<file path="src/shared/pfm_pkg.sv">
// Constants for the port function select multiplexer
package pfm_pkg;
   // Register byte addresses
   localparam logic [15:0] PFM_ADDR_PORT0_SEL = 16'h4420;
   localparam logic [15:0] PFM_ADDR_PORT1_LOW_SEL = 16'h4422;
   localparam logic [15:0] PFM_ADDR_PORT1_HIGH_SEL = 16'h4423;
   localparam logic [15:0] PFM_ADDR_PORT2_HIGH_SEL = 16'h4425;
   localparam logic [15:0] PFM_ADDR_PORT3_LOW_SEL = 16'h4426;
   // Reset value shared by every select register
   localparam logic [7:0] PFM_SEL_RESET = 8'h00;
   // Writable bits; reserved bits are held at zero
   localparam logic [7:0] PFM_MASK_PORT0 = 8'hFF;
   localparam logic [7:0] PFM_MASK_PORT1_LOW = 8'hFF;
   localparam logic [7:0] PFM_MASK_PORT1_HIGH = 8'h3F;
   localparam logic [7:0] PFM_MASK_PORT2_HIGH = 8'hFC;
   localparam logic [7:0] PFM_MASK_PORT3_LOW = 8'h3F;
   // Field positions inside a select register
   localparam int PFM_FLD0_LSB = 0;
   localparam int PFM_FLD1_LSB = 2;
   localparam int PFM_FLD2_LSB = 4;
   localparam int PFM_FLD3_LSB = 6;
   // Function codes
   localparam logic [1:0] PFM_FN0 = 2'h0;
   localparam logic [1:0] PFM_FN1 = 2'h1;
   localparam logic [1:0] PFM_FN2 = 2'h2;
   localparam logic [1:0] PFM_FN3 = 2'h3;
   // Pin indices
   localparam int PFM_NPIN = 15;
   localparam int PFM_P0B0 = 0;
   localparam int PFM_P0B1 = 1;
   localparam int PFM_P1B0 = 2;
   localparam int PFM_P1B1 = 3;
   localparam int PFM_P1B2 = 4;
   localparam int PFM_P1B3 = 5;
   localparam int PFM_P1B4 = 6;
   localparam int PFM_P1B5 = 7;
   localparam int PFM_P1B6 = 8;
   localparam int PFM_P2B5 = 9;
   localparam int PFM_P2B6 = 10;
   localparam int PFM_P2B7 = 11;
   localparam int PFM_P3B0 = 12;
   localparam int PFM_P3B1 = 13;
   localparam int PFM_P3B2 = 14;
   // Legal codes per pin, four bits a pin, pin 0 in the low nibble
   localparam logic [59:0] PFM_VALID = 60'hF_F_3_5_5_5_3_3_3_F_3_3_3_3_3;
   // Input level a function sees while not selected (active-low ones idle high)
   localparam logic [59:0] PFM_IDLE = 60'h0_E_0_0_0_4_0_0_0_6_0_0_0_0_0;
   // Peripheral-bound inputs at reset: only the active-low ones sit high
   localparam logic [12:0] PFM_PERIPH_RESET = 13'h1C30;
endpackage

</file>
<file path="src/verilog/pfm_sel_reg.sv">
// One 8-bit function select register with reserved bits forced to zero
`timescale 1ns/100ps
module pfm_sel_reg #(
   parameter logic [7:0] WMASK = 8'hFF
) (
   // Clock and reset
   input wire logic clk_i,
   input wire logic rst_b_i,
   // Write port
   input wire logic wr_i,
   input wire logic [7:0] wdata_i,
   // Stored value
   output logic [7:0] q_o
);
   logic [7:0] q_q;
   logic [7:0] q_d;

   // Reserved positions never store a one, so they always read back zero
   assign q_d = wr_i ? (wdata_i & WMASK) : q_q;
   assign q_o = q_q;

   // Storage, synchronous reset
   always_ff @(posedge clk_i) begin
      if (!rst_b_i) begin
         q_q <= pfm_pkg::PFM_SEL_RESET;
      end else begin
         q_q <= q_d;
      end
   end
endmodule

</file>
<file path="src/verilog/pfm_pin_cell.sv">
// Four-way function multiplexer for one pin, pad side registered
`timescale 1ns/100ps
module pfm_pin_cell #(
   parameter logic [3:0] VALID = 4'h3,
   parameter logic [3:0] IDLE = 4'h0
) (
   // Clock and reset
   input wire logic clk_i,
   input wire logic rst_b_i,
   // Select field
   input wire logic [1:0] sel_i,
   // Function side
   input wire logic [3:0] fn_out_i,
   input wire logic [3:0] fn_oe_n_i,
   output logic [3:0] fn_in_o,
   output logic [3:0] fn_act_o,
   // Pad side
   input wire logic pad_in_i,
   output logic pad_o,
   output logic pad_oe_n_o
);
   logic [1:0] eff_sel;
   logic pad_q;
   logic pad_d;
   logic pad_oe_n_q;
   logic pad_oe_n_d;

   // A reserved code falls back to function 0
   assign eff_sel = VALID[sel_i] ? sel_i : pfm_pkg::PFM_FN0;
   assign fn_act_o = 4'h1 << eff_sel;
   // Unselected functions see their idle level, not the pad
   assign fn_in_o = (fn_act_o & {4{pad_in_i}}) | (~fn_act_o & IDLE);
   assign pad_d = fn_out_i[eff_sel];
   assign pad_oe_n_d = fn_oe_n_i[eff_sel];
   assign pad_o = pad_q;
   assign pad_oe_n_o = pad_oe_n_q;

   // Pad drive registered; pad released during reset
   always_ff @(posedge clk_i) begin
      if (!rst_b_i) begin
         pad_q <= 1'b0;
         pad_oe_n_q <= 1'b1;
      end else begin
         pad_q <= pad_d;
         pad_oe_n_q <= pad_oe_n_d;
      end
   end
endmodule

</file>
<file path="src/verilog/pfm_port_function_select_mux.sv">
// Port function select registers and pin multiplexer, top level
//
// Contract
// port0_bit1 code 01 selects analog_in_1
// port0 D[1:0] code 01 selects analog_in_0
// port1 low register at 0x4422, resets zero
// port1_bit3: 11 sdi0, 10 ssel1, 01 ssel0
// port1_bit2 code 01 selects serial0_clock
// port1_bit1 code 01 selects serial0_data_out
// port1_bit0 code 01 selects serial0_data_in
// port1 high at 0x4423, D7-6 read zero
// port1_bit6 code 01 selects serial1_clock
// port1_bit5 code 01 selects serial1_data_out
// port1_bit4 code 01 selects serial1_data_in
// port2 high at 0x4425, D1-0 read zero
// port2_bit7 code 10 selects twowire clock
// port2_bit6 code 10 selects twowire data
// port2_bit5 code 10 selects twowire reset
// port3 low at 0x4426, D7-6 read zero
// port3_bit2: clock unit, watchdog nmi, watchdog clock
// port3_bit1: adc trigger, timer0 input, twowire reset
// port3_bit0 code 01 selects timer0_out
// Software writes zero into reserved bits
// Reserved code acts as 00, stays readable
//
// Decided for this implementation: the address-and-strobe port.
`timescale 1ns/100ps
module pfm_port_function_select_mux #(
   parameter int NPIN = pfm_pkg::PFM_NPIN
) (
   // Clock and reset
   input wire logic clk_i,
   input wire logic rst_b_i,
   // Register port
   input wire logic [15:0] addr_i,
   input wire logic [7:0] wdata_i,
   input wire logic wr_i,
   input wire logic rd_i,
   output logic [7:0] rdata_o,
   // Pads
   input wire logic [NPIN-1:0] pad_in_i,
   output logic [NPIN-1:0] pad_o,
   output logic [NPIN-1:0] pad_oe_n_o,
   // General port function
   input wire logic [NPIN-1:0] gpio_out_i,
   input wire logic [NPIN-1:0] gpio_oe_n_i,
   output logic [NPIN-1:0] gpio_in_o,
   // Analog inputs
   output logic analog_in_0_en_o,
   output logic analog_in_1_en_o,
   // Serial channel 0
   output logic serial0_data_in_o,
   input wire logic serial0_data_out_i,
   input wire logic serial0_clock_out_i,
   input wire logic serial0_clock_oe_n_i,
   output logic serial0_clock_in_o,
   output logic serial0_select_n_o,
   // Serial channel 1
   output logic serial1_select_n_o,
   output logic serial1_data_in_o,
   input wire logic serial1_data_out_i,
   input wire logic serial1_clock_out_i,
   input wire logic serial1_clock_oe_n_i,
   output logic serial1_clock_in_o,
   // Two-wire slave, open drain
   input wire logic slave_twowire_clock_low_i,
   input wire logic slave_twowire_data_low_i,
   output logic slave_twowire_clock_in_o,
   output logic slave_twowire_data_in_o,
   output logic slave_twowire_reset_n_o,
   // Timer, trigger, watchdog and clock unit
   input wire logic timer0_out_i,
   output logic timer0_ext_in_n_o,
   output logic adc_trigger_n_o,
   input wire logic watchdog_clock_out_i,
   input wire logic watchdog_nmi_out_n_i,
   input wire logic clock_unit_clock_out_i
);
   // Extract a two-bit field
   function automatic logic [1:0] field(input logic [7:0] r, input int lsb);
      field = r[lsb +: 2];
   endfunction

   // Register contents
   logic [7:0] port0_sel;
   logic [7:0] port1_low_sel;
   logic [7:0] port1_high_sel;
   logic [7:0] port2_high_sel;
   logic [7:0] port3_low_sel;
   // Address decode
   logic hit_p0;
   logic hit_p1l;
   logic hit_p1h;
   logic hit_p2h;
   logic hit_p3l;
   // Read path
   logic [7:0] rdata_q;
   logic [7:0] rdata_d;
   // Per pin select and function vectors
   logic [1:0] pin_sel [NPIN];
   logic [3:0] fo [NPIN];
   logic [3:0] foe [NPIN];
   logic [3:0] fin [NPIN];
   logic [3:0] fact [NPIN];
   // Peripheral-bound registers
   logic [NPIN-1:0] gpio_in_q;
   logic [NPIN-1:0] gpio_in_d;
   logic [12:0] periph_q;
   logic [12:0] periph_d;

   // Register decode
   assign hit_p0 = addr_i == pfm_pkg::PFM_ADDR_PORT0_SEL;
   assign hit_p1l = addr_i == pfm_pkg::PFM_ADDR_PORT1_LOW_SEL;
   assign hit_p1h = addr_i == pfm_pkg::PFM_ADDR_PORT1_HIGH_SEL;
   assign hit_p2h = addr_i == pfm_pkg::PFM_ADDR_PORT2_HIGH_SEL;
   assign hit_p3l = addr_i == pfm_pkg::PFM_ADDR_PORT3_LOW_SEL;

   // Select registers; masks clear reserved bits even if software breaks
   pfm_sel_reg #(.WMASK(pfm_pkg::PFM_MASK_PORT0)) u_reg_p0 (
      .clk_i(clk_i), .rst_b_i(rst_b_i), .wr_i(wr_i & hit_p0), .wdata_i(wdata_i),
      .q_o(port0_sel)
   );
   pfm_sel_reg #(.WMASK(pfm_pkg::PFM_MASK_PORT1_LOW)) u_reg_p1l (
      .clk_i(clk_i), .rst_b_i(rst_b_i), .wr_i(wr_i & hit_p1l), .wdata_i(wdata_i),
      .q_o(port1_low_sel)
   );
   pfm_sel_reg #(.WMASK(pfm_pkg::PFM_MASK_PORT1_HIGH)) u_reg_p1h (
      .clk_i(clk_i), .rst_b_i(rst_b_i), .wr_i(wr_i & hit_p1h), .wdata_i(wdata_i),
      .q_o(port1_high_sel)
   );
   pfm_sel_reg #(.WMASK(pfm_pkg::PFM_MASK_PORT2_HIGH)) u_reg_p2h (
      .clk_i(clk_i), .rst_b_i(rst_b_i), .wr_i(wr_i & hit_p2h), .wdata_i(wdata_i),
      .q_o(port2_high_sel)
   );
   pfm_sel_reg #(.WMASK(pfm_pkg::PFM_MASK_PORT3_LOW)) u_reg_p3l (
      .clk_i(clk_i), .rst_b_i(rst_b_i), .wr_i(wr_i & hit_p3l), .wdata_i(wdata_i),
      .q_o(port3_low_sel)
   );

   // Read mux; the stored code reads back even when it is reserved
   assign rdata_d = !rd_i ? 8'h00 :
                    hit_p0 ? port0_sel :
                    hit_p1l ? port1_low_sel :
                    hit_p1h ? port1_high_sel :
                    hit_p2h ? port2_high_sel :
                    hit_p3l ? port3_low_sel : 8'h00;
   assign rdata_o = rdata_q;

   // Field to pin mapping; port0 bits 4 to 7 are stored only
   assign pin_sel[pfm_pkg::PFM_P0B0] = field(port0_sel, pfm_pkg::PFM_FLD0_LSB);
   assign pin_sel[pfm_pkg::PFM_P0B1] = field(port0_sel, pfm_pkg::PFM_FLD1_LSB);
   assign pin_sel[pfm_pkg::PFM_P1B0] = field(port1_low_sel, pfm_pkg::PFM_FLD0_LSB);
   assign pin_sel[pfm_pkg::PFM_P1B1] = field(port1_low_sel, pfm_pkg::PFM_FLD1_LSB);
   assign pin_sel[pfm_pkg::PFM_P1B2] = field(port1_low_sel, pfm_pkg::PFM_FLD2_LSB);
   assign pin_sel[pfm_pkg::PFM_P1B3] = field(port1_low_sel, pfm_pkg::PFM_FLD3_LSB);
   assign pin_sel[pfm_pkg::PFM_P1B4] = field(port1_high_sel, pfm_pkg::PFM_FLD0_LSB);
   assign pin_sel[pfm_pkg::PFM_P1B5] = field(port1_high_sel, pfm_pkg::PFM_FLD1_LSB);
   assign pin_sel[pfm_pkg::PFM_P1B6] = field(port1_high_sel, pfm_pkg::PFM_FLD2_LSB);
   assign pin_sel[pfm_pkg::PFM_P2B5] = field(port2_high_sel, pfm_pkg::PFM_FLD1_LSB);
   assign pin_sel[pfm_pkg::PFM_P2B6] = field(port2_high_sel, pfm_pkg::PFM_FLD2_LSB);
   assign pin_sel[pfm_pkg::PFM_P2B7] = field(port2_high_sel, pfm_pkg::PFM_FLD3_LSB);
   assign pin_sel[pfm_pkg::PFM_P3B0] = field(port3_low_sel, pfm_pkg::PFM_FLD0_LSB);
   assign pin_sel[pfm_pkg::PFM_P3B1] = field(port3_low_sel, pfm_pkg::PFM_FLD1_LSB);
   assign pin_sel[pfm_pkg::PFM_P3B2] = field(port3_low_sel, pfm_pkg::PFM_FLD2_LSB);

   // Outbound function sources per pin; unused slots float the pad
   always_comb begin
      for (int i = 0; i < NPIN; i++) begin
         fo[i] = {3'h0, gpio_out_i[i]};
         foe[i] = {3'h7, gpio_oe_n_i[i]};
      end
      // Serial 0 data out and bidirectional clock
      fo[pfm_pkg::PFM_P1B1][1] = serial0_data_out_i;
      foe[pfm_pkg::PFM_P1B1][1] = 1'b0;
      fo[pfm_pkg::PFM_P1B2][1] = serial0_clock_out_i;
      foe[pfm_pkg::PFM_P1B2][1] = serial0_clock_oe_n_i;
      // Serial 1 data out and bidirectional clock
      fo[pfm_pkg::PFM_P1B5][1] = serial1_data_out_i;
      foe[pfm_pkg::PFM_P1B5][1] = 1'b0;
      fo[pfm_pkg::PFM_P1B6][1] = serial1_clock_out_i;
      foe[pfm_pkg::PFM_P1B6][1] = serial1_clock_oe_n_i;
      // Two-wire lines only ever pull low
      foe[pfm_pkg::PFM_P2B6][2] = ~slave_twowire_data_low_i;
      foe[pfm_pkg::PFM_P2B7][2] = ~slave_twowire_clock_low_i;
      // Timer output
      fo[pfm_pkg::PFM_P3B0][1] = timer0_out_i;
      foe[pfm_pkg::PFM_P3B0][1] = 1'b0;
      // Watchdog clock, watchdog nmi, clock unit clock
      fo[pfm_pkg::PFM_P3B2][1] = watchdog_clock_out_i;
      foe[pfm_pkg::PFM_P3B2][1] = 1'b0;
      fo[pfm_pkg::PFM_P3B2][2] = watchdog_nmi_out_n_i;
      foe[pfm_pkg::PFM_P3B2][2] = 1'b0;
      fo[pfm_pkg::PFM_P3B2][3] = clock_unit_clock_out_i;
      foe[pfm_pkg::PFM_P3B2][3] = 1'b0;
   end

   // One multiplexer cell per pin
   for (genvar g = 0; g < NPIN; g++) begin : g_pin
      pfm_pin_cell #(
         .VALID(pfm_pkg::PFM_VALID[4*g +: 4]),
         .IDLE(pfm_pkg::PFM_IDLE[4*g +: 4])
      ) u_cell (
         .clk_i(clk_i),
         .rst_b_i(rst_b_i),
         .sel_i(pin_sel[g]),
         .fn_out_i(fo[g]),
         .fn_oe_n_i(foe[g]),
         .fn_in_o(fin[g]),
         .fn_act_o(fact[g]),
         .pad_in_i(pad_in_i[g]),
         .pad_o(pad_o[g]),
         .pad_oe_n_o(pad_oe_n_o[g])
      );
      assign gpio_in_d[g] = fin[g][0];
   end

   // Inbound routing; shared inputs combine the pins that may carry them
   assign periph_d[0] = fact[pfm_pkg::PFM_P0B0][1];
   assign periph_d[1] = fact[pfm_pkg::PFM_P0B1][1];
   assign periph_d[2] = fin[pfm_pkg::PFM_P1B0][1] | fin[pfm_pkg::PFM_P1B3][3];
   assign periph_d[3] = fin[pfm_pkg::PFM_P1B2][1];
   assign periph_d[4] = fin[pfm_pkg::PFM_P1B3][1];
   assign periph_d[5] = fin[pfm_pkg::PFM_P1B3][2];
   assign periph_d[6] = fin[pfm_pkg::PFM_P1B4][1];
   assign periph_d[7] = fin[pfm_pkg::PFM_P1B6][1];
   assign periph_d[8] = fin[pfm_pkg::PFM_P2B7][2];
   assign periph_d[9] = fin[pfm_pkg::PFM_P2B6][2];
   // Reset asserts when either carrying pin is low
   assign periph_d[10] = fin[pfm_pkg::PFM_P2B5][2] & fin[pfm_pkg::PFM_P3B1][1];
   assign periph_d[11] = fin[pfm_pkg::PFM_P3B1][2];
   assign periph_d[12] = fin[pfm_pkg::PFM_P3B1][3];

   assign gpio_in_o = gpio_in_q;
   assign analog_in_0_en_o = periph_q[0];
   assign analog_in_1_en_o = periph_q[1];
   assign serial0_data_in_o = periph_q[2];
   assign serial0_clock_in_o = periph_q[3];
   assign serial0_select_n_o = periph_q[4];
   assign serial1_select_n_o = periph_q[5];
   assign serial1_data_in_o = periph_q[6];
   assign serial1_clock_in_o = periph_q[7];
   assign slave_twowire_clock_in_o = periph_q[8];
   assign slave_twowire_data_in_o = periph_q[9];
   assign slave_twowire_reset_n_o = periph_q[10];
   assign timer0_ext_in_n_o = periph_q[11];
   assign adc_trigger_n_o = periph_q[12];

   // Output flops; reset shows idle levels so active-low inputs stay quiet
   always_ff @(posedge clk_i) begin
      if (!rst_b_i) begin
         rdata_q <= 8'h00;
         gpio_in_q <= '0;
         periph_q <= pfm_pkg::PFM_PERIPH_RESET;
      end else begin
         rdata_q <= rdata_d;
         gpio_in_q <= gpio_in_d;
         periph_q <= periph_d;
      end
   end
endmodule

</file>
<file path="config.mk">
export PLATFORM = sky130hd
export DESIGN_NAME = pfm_port_function_select_mux
export DESIGN_NICKNAME = d
export VERILOG_FILES = /design/src/shared/pfm_pkg.sv /design/src/verilog/pfm_sel_reg.sv /design/src/verilog/pfm_pin_cell.sv /design/src/verilog/pfm_port_function_select_mux.sv
export SDC_FILE = /design/constraint.sdc
export NUM_CORES = 1
export LEC_CHECK = 0
export ABC_AREA = 1
export BUFFER_PORTS_ARGS = -buffer_cell sky130_fd_sc_hd__buf_2
export CORE_ASPECT_RATIO = 0.8
export CORE_MARGIN = 2
export CORE_UTILIZATION = 57
export CTS_CLUSTER_DIAMETER = 40
export DETAILED_ROUTE_END_ITERATION = 7
export PLACE_DENSITY = 0.86
export SLEW_MARGIN = 10
export SYNTH_ARGS = -nofsm -noshare
export SYNTH_HDL_FRONTEND = slang
export SYNTH_HIERARCHICAL = 1
export SYNTH_SLANG_ARGS = --single-unit
</file>
<file path="constraint.sdc">
create_clock -name clk_i -period 3.1 [get_ports clk_i]
set_clock_uncertainty 0.15 [all_clocks]
set_input_delay 0.465 -clock clk_i [delete_from_list [all_inputs] [get_ports clk_i]]
set_output_delay 0.465 -clock clk_i [all_outputs]
set_load 0.01 [all_outputs]
</file>
==> results.json <==
{
  "synth.cell_area_um2": 5110,
  "groute.layer.met2.usage_pct": 39.7,
  "area.growth.synth_to_final_pct": 19.2,
  "worstSkewPairLatency_ps": 370,
  "route.vias.total": 4840,
  "min-delay-path-class": "input port to flop",
  "grt_pass1_vias": 4128,
  "combPwrFrac_pct": 9.7,
  "fin_max_slew_vios": 0,
  "sink_count": 100,
  "utilization_pct": 70.9,
  "grt_remaining_overflow": 0,
  "power.leakage_nw": 3.28,
  "vias_per_cell": 4.53,
  "setup-tns-final_ps": 0,
  "port_buffers": 150,
  "power_density_nw_per_um2": 396,
  "final.min_clock_period_ps": 2030,
  "fillCellCount": 749,
  "worst_r2r_endpoint": "periph_q[4]",
  "placeableCoreArea_um2": 8600,
  "worst_ep_arrival_time_ps": 2150,
  "final_hold_viol_count": 0,
  "initial_core_util_pct": 59.5,
  "cp-start-kind": "input port",
  "power_switching_w": 0.000617,
  "detail_route.wl_per_cell_um": 10.7,
  "cts_made_buffers": 9,
  "clk_transition_reported_paths_ps": 100,
  "part_of_the_power_in_the_clock_network_pct": 35.5,
  "p_seq_share_pct": 54.8,
  "max-slew-margin-rel_pct": 52.9,
  "num_antenna_cells": 0,
  "finalWorstSetupSlack_ps": 1070,
  "r2r-start": "u_reg_p1l/q_o[6]",
  "clk_root_buffer_cell": "clkbuf_8",
  "number_of_violations_of_the_max_capacitance_limit": 0,
  "outcome": "finished clean",
  "post-cts-setup-buffers": 0,
  "worstRegToRegCells": 4,
  "die-area_um2": 9750,
  "nets": 1036,
  "gr-usage-met1_pct": 32.2,
  "worst_setup_path_end_kind": "flop",
  "largest_net_degree_at_the_start_of_global_routing": 41,
  "drt_pass1_iterations": 5,
  "post_route_cells_drive_above_1_share_pct": 24.8,
  "drtIter0Drc": 315,
  "grt_first_pass_wirelength_mm": 18.4,
  "routabilityCongestion": 0.924,
  "setup_repair_after_global_routing_missed_its_margin": "no",
  "grt.met3_usage_pct": 5.30,
  "swShare_pct": 25.6,
  "timing.setup.critical_path_class": "input port to flop",
  "fp.dieW_um": 110,
  "timing.final.setup_violations": 0,
  "required_ps": 3220,
  "max-clock-path-buffers": 2,
  "timing.reg2reg.setup_slack_ps": 1600,
  "ctsHoldBuffers": 0,
  "antenna_found_initial": 0,
  "place_inst": 1052,
  "post-place-ws_ps": 698,
  "final_cell_count_without_fillers": 1068,
  "post_synth_inst_count": 781,
  "hpwl_mm": 8.53,
  "peakVddDrop_mv": 0.223,
  "floorplan.die.height_um": 88.7,
  "max_clock_freq_mhz": 493,
  "worstHoldPathCells": 3,
  "grt_util_all_layers_pct": 24.2,
  "htreeDepth": 3,
  "multi_input_area_um2": 2330,
  "period_share_pct": 65.5,
  "actual_slew_at_the_worst_max_slew_pin_ps": 703,
  "antenna_violating_nets_post_route": 0,
  "cts_tree": "built",
  "totalWireLength_mm": 11.4,
  "count_of_warnings_emitted_by_yosys": 6,
  "worstSetupEndpoint": "u_reg_p2h/q_o[2]",
  "per_instance_average_area_after_synthesis_um2": 6.55,
  "layout.area.seq_um2": 2000,
  "internal_power_w": 0.00179,
  "crit_path_max_fanout": 25,
  "postCtsResizedCells": 0,
  "global_route.peak_usage_layer": "met2",
  "p_total_w": 0.00241,
  "floorplan.rows": 30,
  "crit_path_start": "addr_i[15]",
  "detail_route.drc_violations": 0,
  "io_pins": 151
}
## cells in the final DEF, fill, tap and decap left out
cell type and n:
nand2_1 213, inv_1 154, buf_2 150, nor2_1 117, dfxtp_1 100, nand3_1 54
conb_1 36, nor2_2 30, a21oi_1 15, clkbuf_8 9, inv_2 8, nand2_2 8
nand4_1 8, o211ai_1 8, o21ai_0 8, buf_4 7, nand3_2 5, nor3_1 5
nor2_4 4, or2_2 4, nor2_8 3, clkinv_4 2, nand4_2 1, a21oi_2 1
inv_8 1, inv_6 1, clkinv_2 1, clkbuf_1 1, bufinv_16 1, inv_4 1
## metrics by stage
step	cell area, um^2	hold WS (ps)
2_1_floorplan	5230	294
3_3_place_gp	5890	304
3_5_place_dp	5890	309
4_1_cts	6090	127
5_1_grt	6090	127
6_report	6090	134
## sequential cells by signal (all words and copies together), names as in the netlist, 8 cells and up
| signal | flops |
|---|---|
| g_pin.u_cell/pad_o | 15 |
| g_pin.u_cell/pad_oe_n_o | 15 |
| gpio_in_o | 15 |
| periph_q | 13 |
| rdata_o | 8 |
| u_reg_p0/q_o | 8 |
| u_reg_p1l/q_o | 8 |
## cell type report
| type | instances | share of cell area (%) |
|---|---|---|
| multi-input cells | 520 | 38.3 |
| flip-flops and latches | 100 | 32.9 |
| repair buffers | 157 | 13.2 |
| inverters | 163 | 10.1 |
| well taps | 112 | 2.30 |
| clock buffers | 10 | 2.09 |
| clock inverters | 6 | 1.19 |
## per-layer routing
| metal | up-vias | wire length [um] |
|---|---|---|
| met5 | - | 0 |
| met4 | 0 | 133 |
| met3 | 15 | 828 |
| met2 | 152 | 5070 |
| met1 | 2080 | 5340 |
| li1 | 2593 | - |
## worst min path at each step
stage / from / to / slack (ps)
final: gpio_oe_n_i[11] / g_pin[11].u_cell/pad_oe_n_o / 130
after global routing: gpio_oe_n_i[0] / g_pin[0].u_cell/pad_oe_n_o / 130
after floorplan: u_reg_p0/q_o[7] / u_reg_p0/q_o[7] / 290
after CTS: gpio_oe_n_i[4] / g_pin[4].u_cell/pad_oe_n_o / 130
after global placement: u_reg_p0/q_o[6] / u_reg_p0/q_o[6] / 300
after detailed placement: u_reg_p0/q_o[7] / u_reg_p0/q_o[7] / 310
## critical path, cell delays in order
cell	delay (ps)
buf_2	90
nor2_1	90
nand2_1	70
nor2_2	230
buf_4	310
nand2_1	80
nor2_1	550
nand2_1	110
nand2_1	100
nor2_2	40
## power groups by stage
stage	Combinational, W	Clock (W)	Sequential (W)
3_3_place_gp	0.000230	0	0.00135
6_report	0.000234	0.000857	0.00132
3_5_place_dp	0.000233	0	0.00135
5_1_grt	0.000268	0.000929	0.00133
2_1_floorplan	0.000106	0	0.00137
4_1_cts	0.000234	0.000879	0.00132
No activity file was read; power rests on OpenSTA's default activity.
